### config.mk
export PLATFORM = sky130hd
export DESIGN_NAME = dcg_regs
export DESIGN_NICKNAME = d
export VERILOG_FILES = /design/src/dcg_sync.v /design/src/dcg_edge.v /design/src/dcg_regs.v
export VERILOG_INCLUDE_DIRS = /design/src
export SDC_FILE = /design/constraint.sdc
export NUM_CORES = 1
export LEC_CHECK = 0
export ABC_AREA = 1
export BUFFER_PORTS_ARGS = -buffer_cell sky130_fd_sc_hd__buf_2
export CORE_ASPECT_RATIO = 1.5
export CORE_MARGIN = 2
export CORE_UTILIZATION = 53
export CTS_BUF_LIST = sky130_fd_sc_hd__clkbuf_16
export CTS_CLUSTER_SIZE = 14
export DETAILED_ROUTE_END_ITERATION = 6
export GPL_TIMING_DRIVEN = 0
export PLACE_DENSITY_LB_ADDON = 0.2
export SLEW_MARGIN = 0
export SYNTH_ARGS = -nofsm -noshare
export SYNTH_HDL_FRONTEND = slang
export SYNTH_SLANG_ARGS = --single-unit
### constraint.sdc
create_clock -name clk -period 1.9 [get_ports clk]
set_clock_uncertainty 0.1 [all_clocks]
set_input_delay 0.095 -clock clk [delete_from_list [all_inputs] [get_ports clk]]
set_output_delay 0.095 -clock clk [all_outputs]
set_load 0.01 [all_outputs]
### src/dcg_consts.vh
// constants of the configuration and gain register block
// included by the register module and the bench; definitions only
`ifndef DCG_CONSTS_VH
`define DCG_CONSTS_VH

// ==========================================================
// serial frame
`define DCG_FRAME_BITS     5'd24
`define DCG_FRAME_RW_BIT   23
`define DCG_FRAME_ADDR_HI  19
`define DCG_FRAME_ADDR_LO  16
`define DCG_CNT_MAX        5'd31

// ==========================================================
// register addresses
`define DCG_ADDR_CONFIG    4'h3
`define DCG_ADDR_GAIN      4'h4

// ==========================================================
// reset values and writable masks
`define DCG_CONFIG_RESET   16'h0000
`define DCG_CONFIG_MASK    16'h3f0f
`define DCG_GAIN_MASK      16'h010f

// ==========================================================
// configuration field positions
`define DCG_ALARM_SOURCE_SELECT_BIT    13
`define DCG_ALARM_PIN_ENABLE_BIT     12
`define DCG_CRC_EN_BIT     11
`define DCG_EARLY_OUTPUT_SHIFT_BIT       10
`define DCG_SERIAL_OUTPUT_DISABLE_BIT       9
`define DCG_REF_PD_BIT     8
`define DCG_CH_HI          3
`define DCG_CH_LO          0

// ==========================================================
// gain field positions
`define DCG_REFERENCE_HALVING_STRAP_BIT     8
`define DCG_BUF_HI         3
`define DCG_BUF_LO         0

`endif

### src/dcg_sync.v
// two flip-flop synchroniser for levels entering from outside
// assumes inputs are asynchronous to clk; output is second stage
`timescale 1ns/1ns
`default_nettype none

module dcg_sync #(
    parameter WIDTH = 1
) (
    // clock
    input  wire             clk,
    // levels
    input  wire [WIDTH-1:0] async_in,
    output reg  [WIDTH-1:0] sync_out
);

    // no reset: strap levels must reach the logic while it is held
    reg [WIDTH-1:0] meta_reg;

    always @(posedge clk) begin
        meta_reg <= async_in;
        sync_out <= meta_reg;
    end

endmodule

`default_nettype wire

### src/dcg_edge.v
// edge detector for a level already synchronised to clk
// assumes level is a synchroniser output; pulses last one cycle
`timescale 1ns/1ns
`default_nettype none

module dcg_edge #(
    parameter IDLE = 1'b0
) (
    // clock and reset
    input  wire clk,
    input  wire nrst,
    // level and edges
    input  wire level,
    output wire rise,
    output wire fall
);

    reg last_reg;

    always @(posedge clk) begin
        if (!nrst) begin
            last_reg <= IDLE;
        end else begin
            last_reg <= level;
        end
    end

    assign rise = level & ~last_reg;
    assign fall = ~level & last_reg;

endmodule

`default_nettype wire

### src/dcg_regs.v
// configuration and gain registers behind a four-wire serial link
// assumes a serial clock far slower than clk (at least 8 clk/period)
// and crc_error_flag produced on clk by the frame checker
`timescale 1ns/1ns
`default_nettype none
`include "dcg_consts.vh"

module dcg_regs (
    // clock and reset
    input  wire       clk,
    input  wire       nrst,
    input  wire       soft_reset,
    // serial link pins
    input  wire       sclk,
    input  wire       cs_n,
    input  wire       sdi,
    output reg        shared_output_pin_out,
    output reg        shared_output_pin_oe,
    // straps and alarm sources
    input  wire       reference_halving_strap,
    input  wire       gain_strap,
    input  wire       ref_headroom_low,
    input  wire       crc_error_flag,
    // analogue controls
    output reg        crc_check_enable,
    output reg        reference_powerdown,
    output reg  [3:0] channel_powerdown,
    output reg        reference_halving_enable,
    output reg  [3:0] buffer_double_gain
);

    // ======================================================
    // input synchronisation
    wire [5:0] pins_s;
    wire       sclk_s;
    wire       cs_n_s;
    wire       sdi_s;
    wire       ref_low_s;
    wire       reference_halving_strap_strap_s;
    wire       gain_strap_s;
    wire       sclk_rise;
    wire       sclk_fall;
    wire       cs_rise;
    wire       cs_fall;

    // link pins; chip select shows its true idle level in reset
    dcg_sync #(
        .WIDTH    (3)
    ) u_link_sync (
        .clk      (clk),
        .async_in ({sclk, cs_n, sdi}),
        .sync_out (pins_s[5:3])
    );

    // straps must pass during reset, they load the gain defaults
    dcg_sync #(
        .WIDTH    (3)
    ) u_strap_sync (
        .clk      (clk),
        .async_in ({ref_headroom_low, reference_halving_strap,
                    gain_strap}),
        .sync_out (pins_s[2:0])
    );

    assign sclk_s         = pins_s[5];
    assign cs_n_s         = pins_s[4];
    assign sdi_s          = pins_s[3];
    assign ref_low_s      = pins_s[2];
    assign reference_halving_strap_strap_s = pins_s[1];
    assign gain_strap_s   = pins_s[0];

    dcg_edge #(
        .IDLE (1'b0)
    ) u_sclk_edge (
        .clk   (clk),
        .nrst  (nrst),
        .level (sclk_s),
        .rise  (sclk_rise),
        .fall  (sclk_fall)
    );

    dcg_edge #(
        .IDLE (1'b1)
    ) u_cs_edge (
        .clk   (clk),
        .nrst  (nrst),
        .level (cs_n_s),
        .rise  (cs_rise),
        .fall  (cs_fall)
    );

    // ======================================================
    // register storage
    reg  [15:0] config_reg;
    reg  [15:0] gain_reg;
    reg  [15:0] config_next;
    reg  [15:0] gain_next;
    reg  [15:0] gain_reset_val;
    wire        dev_reset;

    assign dev_reset = !nrst || soft_reset;

    // strap levels set the gain defaults; reserved bits stay zero
    always @* begin
        gain_reset_val = 16'h0000;
        gain_reset_val[`DCG_REFERENCE_HALVING_STRAP_BIT] = reference_halving_strap_strap_s;
        gain_reset_val[`DCG_BUF_HI:`DCG_BUF_LO] = {4{gain_strap_s}};
    end

    // ======================================================
    // serial frame engine
    reg  [23:0] rx_reg;
    reg  [23:0] tx_reg;
    reg  [4:0]  cnt_reg;
    reg  [23:0] rx_next;
    reg  [23:0] tx_next;
    reg  [4:0]  cnt_next;
    reg  [15:0] rd_data;
    wire [3:0]  frame_addr;
    wire        frame_read;
    wire        frame_ok;
    wire        frame_end;
    wire        frame_write;
    wire        frame_active;
    wire        early_output_shift;
    wire        alarm_pin_enable;

    assign early_output_shift       = config_reg[`DCG_EARLY_OUTPUT_SHIFT_BIT];
    assign alarm_pin_enable     = config_reg[`DCG_ALARM_PIN_ENABLE_BIT];
    assign frame_addr = rx_reg[`DCG_FRAME_ADDR_HI:`DCG_FRAME_ADDR_LO];
    assign frame_read = rx_reg[`DCG_FRAME_RW_BIT];
    assign frame_ok   = (cnt_reg == `DCG_FRAME_BITS);

    // a frame counts only when exactly 24 falls were seen
    assign frame_end    = cs_rise && frame_ok;
    assign frame_write  = frame_end && !frame_read;
    assign frame_active = !cs_n_s;

    // read multiplexer; unmapped addresses read as zero
    always @* begin
        case (frame_addr)
            `DCG_ADDR_CONFIG: rd_data = config_reg;
            `DCG_ADDR_GAIN:   rd_data = gain_reg;
            default:          rd_data = 16'h0000;
        endcase
    end

    always @* begin
        rx_next  = rx_reg;
        tx_next  = tx_reg;
        cnt_next = cnt_reg;
        if (cs_fall) begin
            cnt_next = 5'd0;
        end else if (!cs_n_s && sclk_fall) begin
            // sample on falling edge, msb first
            rx_next = {rx_reg[22:0], sdi_s};
            // saturate so an overlong frame never wraps back to 24
            if (cnt_reg != `DCG_CNT_MAX) begin
                cnt_next = cnt_reg + 5'd1;
            end
            if (early_output_shift && !alarm_pin_enable) begin
                tx_next = {tx_reg[22:0], 1'b0};
            end
        end else if (!cs_n_s && sclk_rise) begin
            if ((!early_output_shift || alarm_pin_enable) && cnt_reg != 5'd0) begin
                tx_next = {tx_reg[22:0], 1'b0};
            end
        end else if (cs_rise) begin
            // readback of a read frame shifts out in the next frame
            if (frame_end && frame_read) begin
                tx_next = {rx_reg[23:16], rd_data};
            end else begin
                // wrong-length or write frames queue nothing
                tx_next = 24'h000000;
            end
        end
    end

    always @(posedge clk) begin
        if (!nrst) begin
            rx_reg  <= 24'h000000;
            tx_reg  <= 24'h000000;
            cnt_reg <= 5'd0;
        end else begin
            rx_reg  <= rx_next;
            tx_reg  <= tx_next;
            cnt_reg <= cnt_next;
        end
    end

    // ======================================================
    // register write path
    always @* begin
        config_next = config_reg;
        gain_next   = gain_reg;
        if (frame_write) begin
            case (frame_addr)
                `DCG_ADDR_CONFIG: begin
                    config_next = rx_reg[15:0] & `DCG_CONFIG_MASK;
                end
                `DCG_ADDR_GAIN: begin
                    gain_next = rx_reg[15:0] & `DCG_GAIN_MASK;
                end
                default: begin
                    config_next = config_reg;
                end
            endcase
        end
    end

    always @(posedge clk) begin
        if (dev_reset) begin
            config_reg <= `DCG_CONFIG_RESET;
            gain_reg   <= gain_reset_val;
        end else begin
            config_reg <= config_next;
            gain_reg   <= gain_next;
        end
    end

    // ======================================================
    // analogue control outputs
    always @(posedge clk) begin
        if (!nrst) begin
            crc_check_enable         <= 1'b0;
            reference_powerdown      <= 1'b0;
            channel_powerdown        <= 4'h0;
            reference_halving_enable <= 1'b0;
            buffer_double_gain       <= 4'h0;
        end else begin
            crc_check_enable    <= config_reg[`DCG_CRC_EN_BIT];
            reference_powerdown <= config_reg[`DCG_REF_PD_BIT];
            channel_powerdown   <=
                config_reg[`DCG_CH_HI:`DCG_CH_LO];
            reference_halving_enable <=
                gain_reg[`DCG_REFERENCE_HALVING_STRAP_BIT];
            buffer_double_gain <=
                gain_reg[`DCG_BUF_HI:`DCG_BUF_LO];
        end
    end

    // ======================================================
    // shared output pin
    reg alarm_active;
    reg pin_out_next;
    reg pin_oe_next;

    // reference alarm is the synchronised headroom comparator
    always @* begin
        if (config_reg[`DCG_ALARM_SOURCE_SELECT_BIT]) begin
            alarm_active = ref_low_s;
        end else begin
            alarm_active = crc_error_flag;
        end
    end

    // pin mode follows the alarm enable bit
    always @* begin
        if (alarm_pin_enable) begin
            // open drain: pull low only while alarm present
            pin_out_next = 1'b0;
            pin_oe_next  = alarm_active;
        end else begin
            pin_out_next = tx_next[23];
            if (config_reg[`DCG_SERIAL_OUTPUT_DISABLE_BIT]) begin
                pin_oe_next = 1'b0;
            end else begin
                pin_oe_next = frame_active;
            end
        end
    end

    always @(posedge clk) begin
        if (!nrst) begin
            shared_output_pin_out <= 1'b0;
            shared_output_pin_oe  <= 1'b0;
        end else begin
            shared_output_pin_out <= pin_out_next;
            shared_output_pin_oe  <= pin_oe_next;
        end
    end

endmodule

`default_nettype wire

==> summary.txt <==
Die
  – Starting Density: 54.09%
  – DIE AREA: 7642 um^2
  – Die Y: 106.1 um
  – Die W: 72.05 um
  – Io pins: 23
  – FP Rows: 37
  – Core area: 6805 um^2

Routing
  – Routed Antenna Nets: 0
  – Via count: 3094
  – Wire per inst: 12.41 um
  – Via density: 5.006
  – Iteration-0 DRC Markers: 150
  – Total Routed Length: 7.671 mm
  – DRC violations left: 0
  – Pre-antenna DRT Iters: 4

Power
  – Flop pwr share: 54.4%
  – Overall power: 3.900 mW
  – Switching fraction of total power: 22.26%
  – Net Switching: 868.1 uW
  – Comb power frac: 5.9%
  – Cell Int Power: 3.032 mW
  – P_leak: 1.990 nW
  – Max IR drop VDD: 0.7012 mV
  – P per Cell Area: 913.3 nW/um^2
  – Clk pwr share: 39.6%

Yosys
  – Largest cells by area after synthesis: dfxtp_1, nand2_1, nor2_1, o21ai_0, inv_1
  – Syn Area/Cell: 7.467 um^2
  – Largest area contributor in the netlist: dfxtp_1
  – Count leader, synth: nand2_1
  – Post-synthesis compound-gate area fraction: 11.32%
  – Top_reg_cell synth: dfxtp_1
  – Ys Warns: 0
  – EDFF count, synth: 5
  – XOR/XNOR Fraction of Synth Area: 0%
  – Main combinational cell family by area after synthesis: simple AND/OR/NAND/NOR gates
  – Commonest cells in the netlist: nand2_1, nor2_1, dfxtp_1
  – Synth top area share: 48.95%
  – Post-Synth Simple-Gate Area: 26.17%
  – Post-Syn Instances: 493
  – Multiplexer share of the synthesized area: 0%
  – Synthesis-stage register bit count: 95
  – Synth Cell Area: 3681 um^2
  – Syn nets: 506
  – Sequential fraction of the synthesis area: 53.03%
  – Synth Area in Adders: 1.020%
  – Distinct cell type count after synthesis: 26
  – Async S/R FF share, synth: 0%

Status
  – Status: finished clean

STA
  – Setup_tns: 0 ns
  – Fin Hold WS: 0.04562 ns
  – Max Slew Vio Count: 0
  – Setup-failing EPs final: 0
  – Fmax: 560.1 MHz
  – Tmin final: 1.786 ns
  – Unrepaired setup endpoints after global routing: no
  – Slew headroom: 69.73%
  – Slew of the pin with the lowest slew margin: 0.4540 ns
  – Final hold violations: 0
  – Period utilization: 93.97%

Clocking
  – Worst-skew pair later-pin latency: 0.34 ns
  – Clock root cell: clkbuf_16
  – Num Clock Sinks: 95
  – TritonCTS clock tree: done
  – Total CTS buffers: 9
  – H-tree lvl count: 3
  – CTS clk-pin slew, worst paths: 0.06 ns
  – Max Root-Sink Buffers: 2

Critical path
  – Crit path max fanout: 10
  – Largest stage delay, worst path: 0.31 ns
  – Critical Path AT: 1.91 ns
  – CP endpoint kind: flop
  – Worst path top cell family by delay: simple AND/OR/NAND/NOR gates
  – Critical Path Start Type: flop
  – WP data required: 2.03 ns
  – Reg2reg setup slack: 0.11 ns
  – Slowest cell on crit path: dfxtp_1
  – CP cell instances: inv_1 > ha_2 > inv_1 > nor2_1 > nand2_1 > nand3_1 > nand2_2 > buf_4 > nand2_1 > nand2_1 > nor2_1 > nor2_1
  – Crit Path Category: reg2reg
  – Crit path buf inv count: 3

Global routing
  – GRT overflow: 0
  – GRT Total Usage: 21.81%
  – Global-route wire length before repair: 12.77 mm
  – Initial antenna violation count: 0
  – Number of global-route vias before repair: 2868
  – Largest net degree at the start of global routing: 15

Placed design
  – Routability-driven placement congestion ratio: 0.8273
  – Detailed placer's ending HPWL: 5.529 mm
  – Placed insts: 593
  – Port buffer count: 22

Layout
  – Final #Nets: 549
  – Share of layout cells above drive strength 1: 12.59%
  – Area grow syn2layout: 16.01%
  – Final cell count without fillers: 618
  – Ant diodes: 0
  – Fillers: 593

Min path
  – Hold Crit Class: in2reg

Flow run
  – Total of max-cap violations: 0
[power groups by stage]
stage | clock [mW] | combinational, mW | sequential (mW)
after floorplan | 0 | 0.148 | 2.16
after global placement | 0 | 0.205 | 2.16
after detailed placement | 0 | 0.211 | 2.17
after CTS | 1.57 | 0.224 | 2.12
after global routing | 1.66 | 0.261 | 2.13
final | 1.55 | 0.232 | 2.12
[stage by stage]
step	setup WS [ns]	instance area (um^2)	utilization (%)
2_1_floorplan	0.1481	3681	-
4_1_cts	0.004377	4214	61.92
6_report	0.1145	4270	62.75
3_3_place_gp	-0.2193	3889	57.14
3_5_place_dp	-0.2342	3889	57.14
5_1_grt	0.005386	4270	62.75
[layout make-up]
class,count,area [um^2],area share [%]
buffer,20,116.4,2.725
clock buffer,9,225.2,5.274
clock inverter,6,26.28,0.6153
inverter,55,206.4,4.834
multi-input combinational,323,1443,33.78
sequential,95,1953,45.74
tap,78,97.59,2.285
timing repair buffer,32,202.7,4.747
[repair_timing]
action	4_1_cts	5_1_grt
endpoints found under the hold margin	9	0
endpoints found under the setup margin	5	38
gates resized for setup	2	20
gates cloned	0	1
hold buffers	7	0
buffers inserted	0	2
pin swaps	0	0
[final timing paths]
| check | from | depth (start not counted) | endpoint |
|---|---|---|---|
| min | nrst | 3 | tx_reg[5] |
| min reg2reg | u_link_sync.meta_reg[1] | 0 | u_link_sync.sync_out[1] |
| max reg2reg | cnt_reg[1] | 12 | tx_reg[16] |
| max | cnt_reg[1] | 12 | tx_reg[16] |
[worst min-delay path, stage by stage]
cell and delay (ns):
buf_2 0.10, inv_1 0.14, nor2_1 0.12
[cell usage in the layout (no fill, tap or decap), types with 5 or more instances in the layout]
| cell | synthesis | routed |
|---|---|---|
| clkbuf_16 | 0 | 9 |
| clkbuf_1 | 11 | 9 |
| o21ai_0 | 45 | 44 |
| nor2_1 | 102 | 99 |
| a21oi_1 | 18 | 18 |
| inv_1 | 52 | 55 |
| buf_2 | 6 | 27 |
| o21ai_1 | 16 | 15 |
| nand2_1 | 113 | 112 |
| dfxtp_1 | 90 | 89 |
| edfxtp_1 | 5 | 5 |
| dlygate4sd3_1 | 0 | 7 |
| nand3_1 | 7 | 6 |
[routing by layer]
layer | wire [um] | vias up | track usage [%]
met3 | 219 | 18 | 5.213
met5 | 0 | - | 0
met1 | 3254 | 1418 | 24.51
met4 | 188 | 0 | 10.24
met2 | 4008 | 40 | 38.10
li1 | - | 1618 | -
[cell families after synthesis]
| group | after synthesis |
|---|---|
| adders and majority gates | 3 |
| DFF | 95 |
| AOI/OAI and AO/OA | 82 |
| buffers and inverters | 75 |
| and+or+nand+nor | 238 |
(Power assumes the default switching activity.)
